**config.mk**
```make
export PLATFORM = sky130hd
export DESIGN_NAME = uets_ep0_status
export DESIGN_NICKNAME = d
export VERILOG_FILES = /design/src/uets_pkg.sv /design/src/uets_token_sync.sv /design/src/uets_axil_slave.sv /design/src/uets_ep0_status.sv
export VERILOG_INCLUDE_DIRS = /design/src
export SDC_FILE = /design/constraint.sdc
export NUM_CORES = 1
export LEC_CHECK = 0
export BUFFER_PORTS_ARGS = -buffer_cell sky130_fd_sc_hd__buf_2
export CORE_UTILIZATION = 40
export CTS_BUF_LIST = sky130_fd_sc_hd__clkbuf_2
export CTS_CLUSTER_DIAMETER = 150
export CTS_CLUSTER_SIZE = 20
export DETAILED_ROUTE_END_ITERATION = 10
export MAX_ROUTING_LAYER = met4
export PLACE_DENSITY = 0.76
export SYNTH_ARGS = -nofsm -noshare
export SYNTH_HDL_FRONTEND = slang
export SYNTH_SLANG_ARGS = --single-unit
```
**constraint.sdc**
```tcl
create_clock -name clk_sys -period 1.6 [get_ports clk_sys]
set_input_delay 0.4 -clock clk_sys [delete_from_list [all_inputs] [get_ports clk_sys]]
set_output_delay 0.4 -clock clk_sys [all_outputs]
set_load 0.05 [all_outputs]
```
**src/uets_params.svh**
```systemverilog
`ifndef UETS_PARAMS_SVH
`define UETS_PARAMS_SVH
`define UETS_ADDR_STATUS   4'h0
`define UETS_ADDR_CONTROL  4'h4
`define UETS_ADDR_EVENT    4'h8
`define UETS_BIT_OUT       0
`define UETS_BIT_IN        1
`define UETS_BIT_SETUP     2
`define UETS_BIT_TOGGLE    3
`define UETS_BIT_ENABLE    0
`define UETS_EP0_NUM       4'h0
`define UETS_STATUS_RESET  8'h00
`define UETS_CONTROL_RESET 1'b1
`define UETS_RESP_OKAY     2'h0
`define UETS_RESP_SLVERR   2'h2
`endif

```
**src/uets_pkg.sv**
```systemverilog
package uets_pkg;
  typedef enum logic [1:0] {
    UETS_TOK_OUT   = 2'h0,
    UETS_TOK_IN    = 2'h1,
    UETS_TOK_SETUP = 2'h2,
    UETS_TOK_DATA  = 2'h3
  } uets_token_type;
endpackage

```
**src/uets_token_sync.sv**
```systemverilog
`include "uets_params.svh"
// two-stage synchroniser plus edge-to-pulse for the token strobe
module uets_token_sync
  import uets_pkg::*;
#(
  parameter int W = 4
) (
  input  wire logic         clk_sys,
  input  wire logic         sys_rst,
  input  wire logic         strobe_in,
  input  wire logic [W-1:0] data_in,
  output logic              pulse_out,
  output logic [W-1:0]      data_out
);
  logic         s1_q;
  logic         s2_q;
  logic         s3_q;
  logic [W-1:0] d1_q;
  logic [W-1:0] d2_q;

  always_ff @(posedge clk_sys or posedge sys_rst) begin
    if (sys_rst) begin
      s1_q <= 1'b0;
      s2_q <= 1'b0;
      s3_q <= 1'b0;
      d1_q <= '0;
      d2_q <= '0;
    end else begin
      s1_q <= strobe_in;
      s2_q <= s1_q;
      s3_q <= s2_q;
      d1_q <= data_in;
      d2_q <= d1_q;
    end
  end

  assign pulse_out = s2_q & ~s3_q;
  assign data_out  = d2_q;
endmodule

```
**src/uets_axil_slave.sv**
```systemverilog
`include "uets_params.svh"
// single-outstanding axi4-lite slave; register core sees one-cycle strobes
module uets_axil_slave
  import uets_pkg::*;
(
  input  wire logic        clk_sys,
  input  wire logic        sys_rst,
  input  wire logic [3:0]  s_axi_awaddr,
  input  wire logic        s_axi_awvalid,
  output logic             s_axi_awready,
  input  wire logic [31:0] s_axi_wdata,
  input  wire logic [3:0]  s_axi_wstrb,
  input  wire logic        s_axi_wvalid,
  output logic             s_axi_wready,
  output logic [1:0]       s_axi_bresp,
  output logic             s_axi_bvalid,
  input  wire logic        s_axi_bready,
  input  wire logic [3:0]  s_axi_araddr,
  input  wire logic        s_axi_arvalid,
  output logic             s_axi_arready,
  output logic [31:0]      s_axi_rdata,
  output logic [1:0]       s_axi_rresp,
  output logic             s_axi_rvalid,
  input  wire logic        s_axi_rready,
  output logic             wr_stb,
  output logic [3:0]       wr_addr,
  output logic [31:0]      wr_data,
  output logic [3:0]       wr_strb,
  input  wire logic        wr_err,
  output logic             rd_stb,
  output logic [3:0]       rd_addr,
  input  wire logic [31:0] rd_data,
  input  wire logic        rd_err
);
  logic        aw_have_q;
  logic        w_have_q;
  logic [3:0]  awaddr_q;
  logic [31:0] wdata_q;
  logic [3:0]  wstrb_q;

  assign s_axi_awready = ~aw_have_q & ~s_axi_bvalid;
  assign s_axi_wready  = ~w_have_q & ~s_axi_bvalid;
  assign wr_stb  = aw_have_q & w_have_q;
  assign wr_addr = awaddr_q;
  assign wr_data = wdata_q;
  assign wr_strb = wstrb_q;

  always_ff @(posedge clk_sys or posedge sys_rst) begin
    if (sys_rst) begin
      aw_have_q    <= 1'b0;
      w_have_q     <= 1'b0;
      awaddr_q     <= 4'h0;
      wdata_q      <= 32'h0;
      wstrb_q      <= 4'h0;
      s_axi_bvalid <= 1'b0;
      s_axi_bresp  <= `UETS_RESP_OKAY;
    end else begin
      if (s_axi_awvalid && s_axi_awready) begin
        aw_have_q <= 1'b1;
        awaddr_q  <= s_axi_awaddr;
      end
      if (s_axi_wvalid && s_axi_wready) begin
        w_have_q <= 1'b1;
        wdata_q  <= s_axi_wdata;
        wstrb_q  <= s_axi_wstrb;
      end
      if (wr_stb) begin
        aw_have_q    <= 1'b0;
        w_have_q     <= 1'b0;
        s_axi_bvalid <= 1'b1;
        s_axi_bresp  <= wr_err ? `UETS_RESP_SLVERR : `UETS_RESP_OKAY;
      end else if (s_axi_bvalid && s_axi_bready) begin
        s_axi_bvalid <= 1'b0;
      end
    end
  end

  assign s_axi_arready = ~s_axi_rvalid;
  assign rd_stb  = s_axi_arvalid & s_axi_arready;
  assign rd_addr = s_axi_araddr;

  always_ff @(posedge clk_sys or posedge sys_rst) begin
    if (sys_rst) begin
      s_axi_rvalid <= 1'b0;
      s_axi_rdata  <= 32'h0;
      s_axi_rresp  <= `UETS_RESP_OKAY;
    end else if (rd_stb) begin
      s_axi_rvalid <= 1'b1;
      s_axi_rdata  <= rd_data;
      s_axi_rresp  <= rd_err ? `UETS_RESP_SLVERR : `UETS_RESP_OKAY;
    end else if (s_axi_rvalid && s_axi_rready) begin
      s_axi_rvalid <= 1'b0;
    end
  end
endmodule

```
**src/uets_ep0_status.sv**
```systemverilog
// The implementer's own choices: the AXI4-Lite slave port and the register offsets.
`include "uets_params.svh"
// Overview of operation
// - status bit 3 shows the toggle of the last data packet received on endpoint 0, read only.
// - a setup token to endpoint 0 sets the setup flag in status bit 2.
// - the setup flag survives later in and out tokens and clears only by a software write or reset.
// - an in token sets status bit 1, a setup or out token clears it, and software only reads it.
// - an out token sets status bit 0, a setup or in token clears it.
// - turning the function enable off and on again clears the toggle, in and out flags.
// - only traffic addressed to endpoint 0 changes these flags.
module uets_ep0_status
  import uets_pkg::*;
(
  input  wire logic        clk_sys,
  input  wire logic        sys_rst,
  input  wire logic        tok_strobe,
  input  wire logic [1:0]  tok_type,
  input  wire logic [3:0]  tok_endp,
  input  wire logic        tok_data1,
  input  wire logic [3:0]  s_axi_awaddr,
  input  wire logic        s_axi_awvalid,
  output logic             s_axi_awready,
  input  wire logic [31:0] s_axi_wdata,
  input  wire logic [3:0]  s_axi_wstrb,
  input  wire logic        s_axi_wvalid,
  output logic             s_axi_wready,
  output logic [1:0]       s_axi_bresp,
  output logic             s_axi_bvalid,
  input  wire logic        s_axi_bready,
  input  wire logic [3:0]  s_axi_araddr,
  input  wire logic        s_axi_arvalid,
  output logic             s_axi_arready,
  output logic [31:0]      s_axi_rdata,
  output logic [1:0]       s_axi_rresp,
  output logic             s_axi_rvalid,
  input  wire logic        s_axi_rready,
  output logic             usb_function_enable
);
  logic        ev_pulse;
  logic [6:0]  ev_word;
  logic [1:0]  ev_type;
  logic [3:0]  ev_endp;
  logic        ev_d1;
  logic        wr_stb;
  logic [3:0]  wr_addr;
  logic [31:0] wr_data;
  logic [3:0]  wr_strb;
  logic        wr_err;
  logic        rd_stb;
  logic [3:0]  rd_addr;
  logic [31:0] rd_data;
  logic        rd_err;
  logic        toggle_q;
  logic        setup_q;
  logic        in_q;
  logic        out_q;
  logic        enable_q;
  logic        reenable;
  logic        ep0_hit;
  logic        setup_clr;
  logic [7:0]  ep0_token_status;
  logic [7:0]  event_count_q;

  localparam logic [7:0] STATUS_RST = `UETS_STATUS_RESET;

  // one-cycle write strobe aimed at one register, low byte enabled
  function automatic logic wr_hit(input logic       stb,
                                  input logic [3:0] adr,
                                  input logic [3:0] strb,
                                  input logic [3:0] a);
    return stb && (adr == a) && strb[0];
  endfunction

  function automatic logic addr_known(input logic [3:0] a);
    return (a == `UETS_ADDR_STATUS) || (a == `UETS_ADDR_CONTROL) || (a == `UETS_ADDR_EVENT);
  endfunction

  ////////////////////////////////////////////////////////////////////////
  uets_token_sync #(
    .W (7)
  ) u_sync (
    .clk_sys   (clk_sys),
    .sys_rst   (sys_rst),
    .strobe_in (tok_strobe),
    .data_in   ({tok_type, tok_endp, tok_data1}),
    .pulse_out (ev_pulse),
    .data_out  (ev_word)
  );

  assign ev_type = ev_word[6:5];
  assign ev_endp = ev_word[4:1];
  assign ev_d1   = ev_word[0];
  assign ep0_hit = ev_pulse && (ev_endp == `UETS_EP0_NUM);

  uets_axil_slave u_bus (
    .clk_sys       (clk_sys),
    .sys_rst       (sys_rst),
    .s_axi_awaddr  (s_axi_awaddr),
    .s_axi_awvalid (s_axi_awvalid),
    .s_axi_awready (s_axi_awready),
    .s_axi_wdata   (s_axi_wdata),
    .s_axi_wstrb   (s_axi_wstrb),
    .s_axi_wvalid  (s_axi_wvalid),
    .s_axi_wready  (s_axi_wready),
    .s_axi_bresp   (s_axi_bresp),
    .s_axi_bvalid  (s_axi_bvalid),
    .s_axi_bready  (s_axi_bready),
    .s_axi_araddr  (s_axi_araddr),
    .s_axi_arvalid (s_axi_arvalid),
    .s_axi_arready (s_axi_arready),
    .s_axi_rdata   (s_axi_rdata),
    .s_axi_rresp   (s_axi_rresp),
    .s_axi_rvalid  (s_axi_rvalid),
    .s_axi_rready  (s_axi_rready),
    .wr_stb        (wr_stb),
    .wr_addr       (wr_addr),
    .wr_data       (wr_data),
    .wr_strb       (wr_strb),
    .wr_err        (wr_err),
    .rd_stb        (rd_stb),
    .rd_addr       (rd_addr),
    .rd_data       (rd_data),
    .rd_err        (rd_err)
  );

  assign wr_err = ~addr_known(wr_addr);
  assign rd_err = ~addr_known(rd_addr);

  ////////////////////////////////////////////////////////////////////////
  // function enable; off-then-on edge clears the in, out and toggle flags, not the setup flag
  always_ff @(posedge clk_sys or posedge sys_rst) begin
    if (sys_rst) begin
      enable_q <= `UETS_CONTROL_RESET;
    end else if (wr_hit(wr_stb, wr_addr, wr_strb, `UETS_ADDR_CONTROL)) begin
      enable_q <= wr_data[`UETS_BIT_ENABLE];
    end
  end

  assign reenable = wr_hit(wr_stb, wr_addr, wr_strb, `UETS_ADDR_CONTROL)
                    && !enable_q && wr_data[`UETS_BIT_ENABLE];
  assign usb_function_enable = enable_q;

  ////////////////////////////////////////////////////////////////////////
  // setup flag: write 0 to bit 2 clears; a same-cycle endpoint 0 setup token wins
  assign setup_clr = wr_hit(wr_stb, wr_addr, wr_strb, `UETS_ADDR_STATUS)
                     && !wr_data[`UETS_BIT_SETUP];

  always_ff @(posedge clk_sys or posedge sys_rst) begin
    if (sys_rst) begin
      setup_q <= STATUS_RST[`UETS_BIT_SETUP];
    end else if (ep0_hit && ev_type == UETS_TOK_SETUP) begin
      setup_q <= 1'b1;
    end else if (setup_clr) begin
      setup_q <= 1'b0;
    end
  end

  // in/out flags and received toggle; hardware only, software cannot write
  always_ff @(posedge clk_sys or posedge sys_rst) begin
    if (sys_rst) begin
      in_q  <= STATUS_RST[`UETS_BIT_IN];
      out_q <= STATUS_RST[`UETS_BIT_OUT];
    end else if (ep0_hit && ev_type != UETS_TOK_DATA) begin
      in_q  <= (ev_type == UETS_TOK_IN);
      out_q <= (ev_type == UETS_TOK_OUT);
    end else if (reenable) begin
      in_q  <= 1'b0;
      out_q <= 1'b0;
    end
  end

  always_ff @(posedge clk_sys or posedge sys_rst) begin
    if (sys_rst) begin
      toggle_q <= STATUS_RST[`UETS_BIT_TOGGLE];
    end else if (ep0_hit && ev_type == UETS_TOK_DATA) begin
      toggle_q <= ev_d1;
    end else if (reenable) begin
      toggle_q <= 1'b0;
    end
  end

  // count of endpoint 0 events, wraps
  always_ff @(posedge clk_sys or posedge sys_rst) begin
    if (sys_rst) begin
      event_count_q <= 8'h00;
    end else if (ep0_hit) begin
      event_count_q <= event_count_q + 8'h01;
    end
  end

  ////////////////////////////////////////////////////////////////////////
  always_comb begin
    ep0_token_status = 8'h00;
    ep0_token_status[`UETS_BIT_TOGGLE] = toggle_q;
    ep0_token_status[`UETS_BIT_SETUP]  = setup_q;
    ep0_token_status[`UETS_BIT_IN]     = in_q;
    ep0_token_status[`UETS_BIT_OUT]    = out_q;
  end

  always_comb begin
    case (rd_addr)
      `UETS_ADDR_STATUS:  rd_data = {24'h0, ep0_token_status};
      `UETS_ADDR_CONTROL: rd_data = {31'h0, enable_q};
      `UETS_ADDR_EVENT:   rd_data = {24'h0, event_count_q};
      default:            rd_data = 32'h0;
    endcase
  end
endmodule

```
==> results of run 1 <==
-- cells in the mapped netlist, types with 3 or more instances --
library cell / number / area share [%]
and2_1: 4 / 1.2
buf_4: 26 / 9.1
clkbuf_1: 3 / 0.52
dfrtp_1: 50 / 58
inv_1: 5 / 0.87
mux2_2: 8 / 4.2
mux2i_1: 3 / 1.4
nand2_1: 23 / 4.0
nand4_1: 6 / 1.7
nor2_1: 3 / 0.52
o21ai_0: 11 / 2.6
o31ai_1: 3 / 1.0
xnor2_1: 5 / 2.0
-- flip-flops by register name (all words and copies together), names as in the netlist --
register             flops
u_bus.wr_data            2
u_sync.s3_q              1
u_sync.d1_q              7
u_bus.s_axi_bresp        1
usb_function_enable      1
u_bus.s_axi_bvalid       1
u_sync.data_out          7
toggle_q                 1
u_bus.wr_addr            4
setup_q                  1
u_bus.wr_strb            1
u_bus.w_have_q           1
u_sync.s2_q              1
in_q                     1
u_bus.s_axi_rvalid       1
u_bus.aw_have_q          1
u_bus.s_axi_rresp        1
event_count_q            8
out_q                    1
u_sync.s1_q              1
u_bus.s_axi_rdata        8
-- worst register-to-register path, stage by stage (launching register included) --
cell and delay [ns]:
dfrtp_1 0.48, nor4b_2 0.26, nand4_1 0.18, nor3b_2 0.32, o32ai_1 0.15
-- how the worst max path moves through the flow --
| stage | cells past startpoint | startpoint | end | slack, ns |
|---|---|---|---|---|
| 6_report | 2 | u_bus.s_axi_bvalid$_DFFE_PP0P_ | s_axi_wready | -0.008 |
| 5_1_grt | 2 | u_bus.s_axi_bvalid$_DFFE_PP0P_ | s_axi_awready | -0.09 |
| 4_1_cts | 2 | u_bus.s_axi_bvalid$_DFFE_PP0P_ | s_axi_awready | -0.03 |
| 3_5_place_dp | 4 | u_bus.wr_addr[0]$_DFFE_PP0P_ | out_q$_DFFE_PP0P_ | -0.006 |
| 3_3_place_gp | 4 | u_bus.wr_addr[0]$_DFFE_PP0P_ | out_q$_DFFE_PP0P_ | 0.07 |
| 2_1_floorplan | 4 | u_bus.s_axi_bvalid$_DFFE_PP0P_ | u_bus.wr_addr[0]$_DFFE_PP0P_ | -0.05 |
-- report_power, final --
group,switching (W),internal (W)
Combinational,0.000714,0.000502
Clock,0.000435,0.000125
Sequential,0.000201,0.00152
Total,0.00135,0.00215
-- what timing repair did --
item / 4_1_cts / 5_1_grt
resized for setup: 11 / 4
hold endpoints to repair: 16 / 8
setup endpoints to repair: 8 / 12
pin swaps: 1 / 1
buffers inserted: 3 / 1
hold buffers: 1 / 8
-- routing by layer --
metal,vias up,track usage [%]
met2,42,21.13
met5,-,-
met4,0,4.938
met1,667,17.67
met3,7,3.704
li1,684,-
-- area by class of cell --
| cell class | count | area share, % |
|---|---|---|
| Multi-Input combinational cell | 119 | 29.56 |
| Tap cell | 70 | 3.343 |
| Timing Repair Buffer | 59 | 15.19 |
| Clock buffer | 5 | 0.9551 |
| Inverter | 5 | 1.003 |
| Clock inverter | 3 | 1.051 |
| Sequential cell | 51 | 48.90 |
-- metrics by stage --
| step | total power (W) | hold WS (ns) | setup slack [ns] | std cells | setup TNS (ns) |
|---|---|---|---|---|---|
| 2_1_floorplan | 0.002627 | 0.3312 | -0.05021 | 206 | -0.1069 |
| 5_1_grt | 0.003708 | 0.05260 | -0.08896 | 312 | -0.3174 |
| 3_3_place_gp | 0.002775 | 0.3330 | 0.06858 | 291 | 0 |
| 3_5_place_dp | 0.002806 | 0.3347 | -0.005746 | 291 | -0.005746 |
| 6_report | 0.003500 | 0.09029 | -0.007959 | 312 | -0.01475 |
| 4_1_cts | 0.003490 | 0.01747 | -0.03032 | 303 | -0.09472 |
-- cells by family after synthesis --
kind of cell	count (synthesis)	synth area share, %
DFF	51	59.26
and+or+nand+nor	49	12.71
buffers and inverters	36	11.20
AOI/OAI and AO/OA	25	7.661
muxes	11	5.572
xor gates and xnor gates	7	2.844
adders and majority gates	1	0.5803
other	1	0.1739
==> impl_metrics.sql, run 1 <==
INSERT INTO impl_metrics (metric_group, metric, value, unit) VALUES
('detailed_routing', 'routed_wl', '3475', 'µm'),
('detailed_routing', 'dr_wl_met2', '1702', 'µm'),
('cells_and_area', 'final_common_cell', 'dfrtp_1', ''),
('cells_and_area', 'multiInputGateArea', '774.5', 'µm²'),
('clock_network', 'numClockSinks', '51', ''),
('place', 'globalplace.congestion', '0.7710', ''),
('global_routing', 'grt_overflow', '0', ''),
('global_routing', 'grt_first_pass_wirelength', '5692', 'µm'),
('floorplan', 'floorplan.core_area', '5140', 'µm²'),
('detailed_routing', 'met3RoutedLength', '151', 'µm'),
('global_routing', 'largest_net_degree_at_the_start_of_global_routing', '22', ''),
('timing', 'setup-violations-final', '3', ''),
('synth', 'post_synth_instance_area', '2156', 'µm²'),
('setup_path', 'worstPathCellList', 'nor2_4 > buf_6', ''),
('place', 'numPortBuffers', '41', ''),
('detailed_routing', 'wl_per_cell', '11.14', 'µm'),
('cells_and_area', 'layout_common_cells', 'dfrtp_1, buf_2, conb_1, nand2_1, o21ai_0', ''),
('floorplan', 'design.portCount', '101', ''),
('floorplan', 'std_cell_rows', '26', ''),
('detailed_routing', 'drt_pre_antenna_iters', '4', ''),
('setup_path', 'critPathCaptureType', 'primary output', ''),
('synth', 'postSynth.asyncResetShare', '100.0', '%'),
('floorplan', 'floorplan.initialDensity', '41.94', '%'),
('cells_and_area', 'finish.net_count', '301', ''),
('timing', 'hold_violations', '0', ''),
('cells_and_area', 'design_area', '2620', 'µm²'),
('detailed_routing', 'top_layer', 'met4', ''),
('hold_path', 'hp-class', 'in -> reg', ''),
('cells_and_area', 'final_core_utilization', '50.97', '%'),
('timing', 'max_freq', '621.9', 'MHz'),
('timing', 'skew', '0.005534', 'ns'),
('global_routing', 'antenna_found_initial', '0', ''),
('global_routing', 'grt_use_total', '13.78', '%'),
('run_status', 'outcome', 'complete, but fails checks', ''),
('floorplan', 'chipHeight', '75.42', 'µm'),
('cells_and_area', 'drive_gt1_share', '34.71', '%'),
('synth', 'syn-instance-count', '181', ''),
('setup_path', 'reg2reg_to', 'out_q$_DFFE_PP0P_', ''),
('setup_path', 'critical_path.max_stage_delay', '0.51', 'ns'),
('power_and_ir_drop', 'cellPowerDensity', '1336', 'nW/µm²'),
('synth', 'netlist-cell-type-count', '38', ''),
('cells_and_area', 'ff_latch_area', '1281', 'µm²'),
('hold_path', 'hold_path_end', 'u_bus.s_axi_rvalid$_DFFE_PP0P_', ''),
('clock_network', 'clkLatencyLatePin', '0.43', 'ns'),
('power_and_ir_drop', 'leakage_power_summed_over_all_cells', '1.264', 'nW'),
('detailed_routing', 'first_iter_violations', '64', ''),
('setup_path', 'cp.arrival', '1.21', 'ns'),
('clock_network', 'cts_inserted_buffers', '5', ''),
('hold_path', 'hp-start', 's_axi_rready', ''),
('timing', 'period_share', '100.5', '%'),
('floorplan', 'die_w', '75.42', 'µm'),
('timing', 'fin_crit', '1.608', 'ns'),
('timing', 'finalMaxSlewViolations', '0', ''),
('clock_network', 'cts_htree_levels', '2', ''),
('clock_network', 'worst_setup_hold_path_clk_slew', '0.26', 'ns'),
('timing', 'rsz_0062_raised_after_global_routing', 'yes', ''),
('cells_and_area', 'antenna_cells_inserted', '0', ''),
('detailed_routing', 'ant_nets', '0', ''),
('run_status', 'failed_checks', 'setup timing', ''),
('place', 'placement.cell_area', '2399', 'µm²'),
('timing', 'layout_setup_ws', '-0.007959', 'ns'),
('cells_and_area', 'nFillCells', '462', ''),
('synth', 'synth_enable_flop_cells', '0', ''),
('detailed_routing', 'route.detailed.drc', '0', ''),
('clock_network', 'cts-root-to-sink-buffers', '2', ''),
('detailed_routing', 'avgViaCountPerCell', '4.487', ''),
('place', 'dp_hpwl', '2535', 'µm'),
('synth', 'synth.avg_cell_area', '11.91', 'µm²'),
('clock_network', 'cts_tree', 'done', ''),
('synth', 'ys_dominant_reg_cell', 'dfrtp_1', ''),
('setup_path', 'regToRegSetupSlack', '0.13', 'ns');
Note: power is estimated with default switching activity, not from simulation.
==> run 2, diff against run 1 <==
Settings changed: REMOVE_ABC_BUFFERS set to 1.
==> run 2 against run 1 <==
Compared with the run above: the run still ends with setup timing left; global-route usage barely moved; core utilization is 0.78 points lower; non-clock buffer count stayed put; final area is 1.5% lower; via count shrank 1.0%; critical path depth did not move; final cell count stayed put; largest cell class unchanged.
==> impl_metrics.sql, run 2 (synthesized netlist as in run 1, its figures left out) <==
INSERT INTO impl_metrics (metric_group, metric, value, unit) VALUES
('run_status', 'outcome', 'complete, but fails checks', ''),
('run_status', 'failed_checks', 'setup timing', ''),
('cells_and_area', 'registers_with_the_highest_flip_flop_counts', 'event_count_q (8), u_bus.s_axi_rdata (8)', ''),
('floorplan', 'die-area', '5687', 'µm²'),
('setup_path', 'worstSetupStartpoint', 'u_bus.s_axi_bvalid$_DFFE_PP0P_', ''),
('detailed_routing', 'routed_wl', '3338', 'µm'),
('global_routing', 'grt_overflow', '0', ''),
('clock_network', 'cts_inserted_buffers', '5', ''),
('clock_network', 'cts_htree_levels', '2', ''),
('detailed_routing', 'ant_nets', '0', ''),
('setup_path', 'worst_setup_path_start_kind', 'register', ''),
('cells_and_area', 'layout_common_cells', 'dfrtp_1, buf_2, conb_1, nand2_1, o21ai_0', ''),
('global_routing', 'grt_use_total', '13.81', '%'),
('timing', 'max_freq', '612.5', 'MHz'),
('clock_network', 'clkLatencyLatePin', '0.43', 'ns'),
('detailed_routing', 'drt_pre_antenna_iters', '4', ''),
('timing', 'final.setup.tns', '-0.05003', 'ns'),
('timing', 'finalMaxSlewViolations', '0', ''),
('timing', 'skew', '0.02119', 'ns'),
('timing', 'fin_crit', '1.633', 'ns'),
('global_routing', 'antenna_found_initial', '0', ''),
('setup_path', 'critPathCaptureType', 'primary output', ''),
('setup_path', 'cp.arrival', '1.23', 'ns'),
('place', 'dp_hpwl', '2392', 'µm'),
('hold_path', 'hp-start', 'tok_data1', ''),
('cells_and_area', 'synthToLayoutAreaGrowth', '19.67', '%'),
('cells_and_area', 'finish.net_count', '301', ''),
('hold_path', 'hp-class', 'in -> reg', ''),
('setup_path', 'critical_path.max_stage_delay', '0.48', 'ns'),
('floorplan', 'design.portCount', '101', ''),
('setup_path', 'path_max_fanout', '4', ''),
('setup_path', 'worst_path_max_delay_cell', 'dfrtp_1', ''),
('job', 'drv.max_cap_violation_count', '0', ''),
('place', 'numPortBuffers', '41', ''),
('place', 'dpl.cell_count', '293', ''),
('detailed_routing', 'route.detailed.drc', '0', ''),
('floorplan', 'die_w', '75.42', 'µm'),
('setup_path', 'worstPathRequired', '1.20', 'ns'),
('setup_path', 'worst-setup-path-type', 'reg -> out', ''),
('power_and_ir_drop', 'cellPowerDensity', '1323', 'nW/µm²'),
('clock_network', 'cts-root-to-sink-buffers', '2', ''),
('floorplan', 'floorplan.core_area', '5140', 'µm²'),
('detailed_routing', 'wl_per_cell', '10.70', 'µm'),
('timing', 'period_share', '102.0', '%'),
('floorplan', 'chipHeight', '75.42', 'µm'),
('cells_and_area', 'drive_gt1_share', '32.23', '%'),
('place', 'globalplace.congestion', '0.7462', ''),
('power_and_ir_drop', 'irDropWorstVdd', '0.0006762', 'V'),
('timing', 'timing.hold.ws', '0.06879', 'ns'),
('detailed_routing', 'first_iter_violations', '37', ''),
('setup_path', 'worstPathCellList', 'nor2_2 > buf_6', ''),
('clock_network', 'cts_tree', 'done', ''),
('timing', 'setup-violations-final', '3', ''),
('cells_and_area', 'antenna_cells_inserted', '0', ''),
('detailed_routing', 'avgViaCountPerCell', '4.442', ''),
('clock_network', 'numClockSinks', '51', ''),
('clock_network', 'worst_setup_hold_path_clk_slew', '0.25', 'ns'),
('cells_and_area', 'final_core_utilization', '50.19', '%'),
('detailed_routing', 'via_count', '1386', ''),
('global_routing', 'largest_net_degree_at_the_start_of_global_routing', '28', ''),
('floorplan', 'std_cell_rows', '26', ''),
('timing', 'hold_violations', '0', ''),
('cells_and_area', 'finalNonFillerCells', '312', ''),
('floorplan', 'floorplan.initialDensity', '41.94', '%'),
('setup_path', 'r2r-start', 'u_sync.data_out[2]$_DFF_PP0_', ''),
('power_and_ir_drop', 'leakage_power_summed_over_all_cells', '1.259', 'nW'),
('clock_network', 'clk_root_buffer_cell', 'clkbuf_2', ''),
('timing', 'layout_setup_ws', '-0.03275', 'ns'),
('global_routing', 'first_global_vias', '1221', ''),
('cells_and_area', 'final_common_cell', 'dfrtp_1', ''),
('timing', 'rsz_0062_raised_after_global_routing', 'yes', ''),
('global_routing', 'grt_first_pass_wirelength', '5595', 'µm');
==> run 2: cell types whose count changed in the layout (fill, tap and decap cells not counted), sizes merged <==
cell | before | now
buf | 49 | 50
clkinvlp | 3 | 1
clkinv | 0 | 2
dlygate4sd3 | 9 | 8
==> run 2: stage by stage <==
stage,total power [W],setup WS (ns),cell area (µm²)
after global placement,0.002725,0.1311,2385
after detailed placement,0.002754,0.1024,2385
final,0.003413,-0.03275,2580
after CTS,0.003412,-0.03349,2496
after floorplan,0.002465,-0.5028,2027
after global routing,0.003613,-0.1210,2580
==> run 2: worst paths after layout <==
check	to	slack, ns	cells after the start
min	u_sync.d1_q[0]$_DFF_PP0_	0.07	1
min reg2reg	u_sync.data_out[0]$_DFF_PP0_	0.38	0
min in group asynchronous	in_q$_DFFE_PP0P_	0.42	3
max in group asynchronous	u_bus.aw_have_q$_DFFE_PP0P_	0.71	4
max	s_axi_awready	-0.03	2
max reg2reg	event_count_q[6]$_DFFE_PP0P_	0.17	4
==> run 2: worst max-delay path: cells and delay by family, from the launching register on <==
family | cells | cell delay (ns)
DFF | 1 | 0.48
buffers and inverters | 1 | 0.18
and+or+nand+nor | 1 | 0.14
==> run 2: power by group <==
| group | leakage (nW) | internal, W | switching [W] | total, W |
|---|---|---|---|---|
| Clock | 0.0266 | 0.000105 | 0.000409 | 0.000514 |
| Sequential | 0.638 | 0.00152 | 0.000169 | 0.00169 |
| Combinational | 0.594 | 0.000482 | 0.000730 | 0.00121 |
| Total | 1.26 | 0.00210 | 0.00131 | 0.00341 |
==> run 2: final cells by class <==
cell class                      instances  area (µm²)
Tap cell                               70       87.58
Timing Repair Buffer                   59       407.9
Multi-Input combinational cell        119       743.2
Inverter                                5       18.77
Clock buffer                            5       25.02
Sequential cell                        51        1277
Fill cell                             483        2560
Clock inverter                          3       20.02
==> run 2: per-layer routing <==
metal / part of all wire (%) / up-vias / track usage [%]
met3: 5.7 / 7 / 4.497
met4: 1.4 / 0 / 4.938
met5: 0 / - / -
li1: - / 688 / -
met2: 47 / 52 / 21.43
met1: 46 / 639 / 16.94
==> run 2: what timing repair did <==
action                     4_1_cts  5_1_grt
buffers inserted                 3        0
hold endpoints to repair        12        7
gates cloned                     0        0
resized for setup               11        5
setup endpoints to repair        4       12
hold buffers                     1        7
==> run 3, diff against run 2 <==
Settings changed: CORE_UTILIZATION 40 to 35, PLACE_DENSITY 0.76 to 0.68.
==> run 3 against run 2 <==
Compared with the run above: worst setup slack gained 0.030 ns; clock skew shrank 0.015 ns; via count shrank 3.2%; the flow still finishes with violations (setup timing); global-route usage shrank 1.8 points; register-to-register slack is essentially flat; largest power group unchanged; highest routed layer unchanged; sequential cell count is the same.
==> impl_metrics.sql, run 3 (synthesized netlist as in run 1, its figures left out) <==
INSERT INTO impl_metrics (metric_group, metric, value, unit) VALUES
('timing', 'rsz_0062_raised_after_global_routing', 'yes', ''),
('detailed_routing', 'wl_per_cell', '11.15', 'µm'),
('timing', 'finalMaxSlewViolations', '0', ''),
('clock_network', 'clkLatencyLatePin', '0.41', 'ns'),
('global_routing', 'grt_first_pass_wirelength', '5609', 'µm'),
('clock_network', 'cts-root-to-sink-buffers', '2', ''),
('timing', 'layout_setup_ws', '-0.002502', 'ns'),
('detailed_routing', 'ant_nets', '0', ''),
('setup_path', 'worstSetupStartpoint', 'u_bus.s_axi_bvalid$_DFFE_PP0P_', ''),
('job', 'drv.max_cap_violation_count', '0', ''),
('run_status', 'outcome', 'complete, but fails checks', ''),
('power_and_ir_drop', 'leakage_power_summed_over_all_cells', '1.248', 'nW'),
('global_routing', 'first_global_vias', '1263', ''),
('timing', 'hold_violations', '0', ''),
('clock_network', 'cts_htree_levels', '2', ''),
('detailed_routing', 'route.detailed.drc', '0', ''),
('hold_path', 'hp-class', 'in -> reg', ''),
('cells_and_area', 'final_common_cell', 'dfrtp_1', ''),
('power_and_ir_drop', 'irDropWorstVdd', '0.0005930', 'V'),
('global_routing', 'antenna_found_initial', '0', ''),
('detailed_routing', 'routed_wl', '3467', 'µm'),
('cells_and_area', 'drive_gt1_share', '34.32', '%'),
('cells_and_area', 'nFillCells', '561', ''),
('cells_and_area', 'antenna_cells_inserted', '0', ''),
('detailed_routing', 'first_iter_violations', '38', ''),
('global_routing', 'largest_net_degree_at_the_start_of_global_routing', '28', ''),
('setup_path', 'worst-setup-path-type', 'reg -> out', ''),
('clock_network', 'cts_tree', 'done', ''),
('timing', 'fin_crit', '1.603', 'ns'),
('cells_and_area', 'design_area', '2545', 'µm²'),
('setup_path', 'cp.arrival', '1.20', 'ns'),
('run_status', 'failed_checks', 'setup timing', ''),
('setup_path', 'r2r-start', 'u_sync.data_out[2]$_DFF_PP0_', ''),
('global_routing', 'grt_overflow', '0', ''),
('global_routing', 'grt_use_total', '11.97', '%'),
('place', 'numPortBuffers', '41', ''),
('cells_and_area', 'registers_with_the_highest_flip_flop_counts', 'event_count_q (8), u_bus.s_axi_rdata (8)', ''),
('cells_and_area', 'synthToLayoutAreaGrowth', '18.05', '%'),
('place', 'placement.cell_area', '2391', 'µm²'),
('setup_path', 'worstPathRequired', '1.20', 'ns'),
('floorplan', 'chipHeight', '80.48', 'µm'),
('clock_network', 'cts_inserted_buffers', '5', ''),
('floorplan', 'die-area', '6477', 'µm²'),
('cells_and_area', 'multiInputGateArea', '748.2', 'µm²'),
('floorplan', 'floorplan.initialDensity', '36.41', '%'),
('place', 'post-place-ws', '0.02570', 'ns'),
('setup_path', 'worst_setup_path_start_kind', 'register', ''),
('timing', 'max_freq', '624.0', 'MHz'),
('floorplan', 'floorplan.core_area', '5921', 'µm²'),
('clock_network', 'clk_root_buffer_cell', 'clkbuf_2', ''),
('detailed_routing', 'avgViaCountPerCell', '4.315', ''),
('floorplan', 'die_w', '80.48', 'µm'),
('cells_and_area', 'layout_common_cells', 'dfrtp_1, buf_2, conb_1, nand2_1', ''),
('place', 'globalplace.congestion', '0.7234', ''),
('place', 'dp_hpwl', '2632', 'µm'),
('setup_path', 'critPathCaptureType', 'primary output', ''),
('cells_and_area', 'ff_latch_area', '1279', 'µm²'),
('hold_path', 'hp-start', 'tok_data1', ''),
('floorplan', 'std_cell_rows', '28', ''),
('floorplan', 'design.portCount', '101', ''),
('clock_network', 'numClockSinks', '51', ''),
('cells_and_area', 'finish.net_count', '295', ''),
('setup_path', 'path_max_fanout', '4', ''),
('detailed_routing', 'drt_pre_antenna_iters', '4', ''),
('clock_network', 'worst_setup_hold_path_clk_slew', '0.22', 'ns'),
('timing', 'period_share', '100.2', '%'),
('timing', 'skew', '0.005842', 'ns'),
('power_and_ir_drop', 'cellPowerDensity', '1393', 'nW/µm²'),
('detailed_routing', 'via_count', '1342', ''),
('timing', 'setup-violations-final', '1', '');
## run 3: cell types whose count changed in the layout (fill, tap and decap cells not counted)
| cell | before | now |
|---|---|---|
| buf_8 | 2 | 1 |
| dlygate4sd3_1 | 8 | 1 |
| buf_6 | 2 | 3 |
| clkinv_4 | 1 | 0 |
| dfrtp_2 | 0 | 1 |
| buf_4 | 9 | 11 |
| dfrtp_1 | 50 | 49 |
| clkbuf_4 | 1 | 0 |
| nor3b_2 | 0 | 1 |
| clkinvlp_4 | 1 | 0 |
| clkinv_2 | 0 | 1 |
| bufinv_16 | 0 | 1 |
| nor3b_1 | 1 | 0 |
## run 3: layer usage
metal | vias up | wire (µm) | track usage, %
li1 | 673 | - | -
met1 | 626 | 1574 | 14.11
met2 | 38 | 1669 | 18.90
met3 | 5 | 173 | 3.864
met4 | 0 | 51 | 4.821
met5 | - | 0 | -
## run 3: stage by stage
step / hold WS [ns] / util (%) / total power (W) / instances / TNS [ns]
after floorplan: 0.3312 / - / 0.002465 / 175 / -6.519
after global placement: 0.3338 / 40.38 / 0.002751 / 298 / 0
after detailed placement: 0.3347 / 40.38 / 0.002779 / 298 / 0
after CTS: 0.02214 / 42.67 / 0.003565 / 310 / -0.06194
after global routing: 0.002016 / 42.98 / 0.003759 / 311 / -0.2160
final: 0.07357 / 42.98 / 0.003546 / 311 / -0.002502
## run 3: repair_timing
| action | in CTS | in global routing |
|---|---|---|
| gates resized for setup | 12 | 6 |
| setup buffers | 3 | 1 |
| endpoints found under the setup margin | 5 | 11 |
| hold buffers | 1 | 0 |
| pin swaps | 0 | 0 |
| hold endpoints to repair | 16 | 0 |
## run 3: layout make-up
| class | count | share of cell area (%) |
|---|---|---|
| flip-flops and latches | 51 | 50.25 |
| multi-input cells | 119 | 29.40 |
| repair buffers | 53 | 13.42 |
| well taps | 75 | 3.687 |
| clock inverters | 3 | 1.524 |
| clock buffers | 5 | 0.9833 |
| inverters | 5 | 0.7375 |
## run 3: worst paths after layout
| check | endpoint | slack, ns | cells past startpoint |
|---|---|---|---|
| hold reg to reg | u_sync.data_out[1]$_DFF_PP0_ | 0.38 | 0 |
| min in group asynchronous | u_sync.s1_q$_DFF_PP0_ | 0.48 | 3 |
| setup / recovery | s_axi_awready | -0.003 | 2 |
| max in group asynchronous | event_count_q[4]$_DFFE_PP0P_ | 0.64 | 4 |
| hold / removal | u_sync.d1_q[0]$_DFF_PP0_ | 0.07 | 1 |
| setup reg to reg | event_count_q[7]$_DFFE_PP0P_ | 0.16 | 4 |
## run 3: where the power goes
part / total (W) / internal (W) / switching, W
Sequential: 0.00168 / 0.00152 / 0.000163
Combinational: 0.00124 / 0.000501 / 0.000741
Clock: 0.000621 / 0.000257 / 0.000364
Total: 0.00355 / 0.00228 / 0.00127
## run 3: critical path, cell delays in order (launching register included)
cell,delay (ns)
dfrtp_2,0.49
nor2_2,0.13
buf_6,0.18
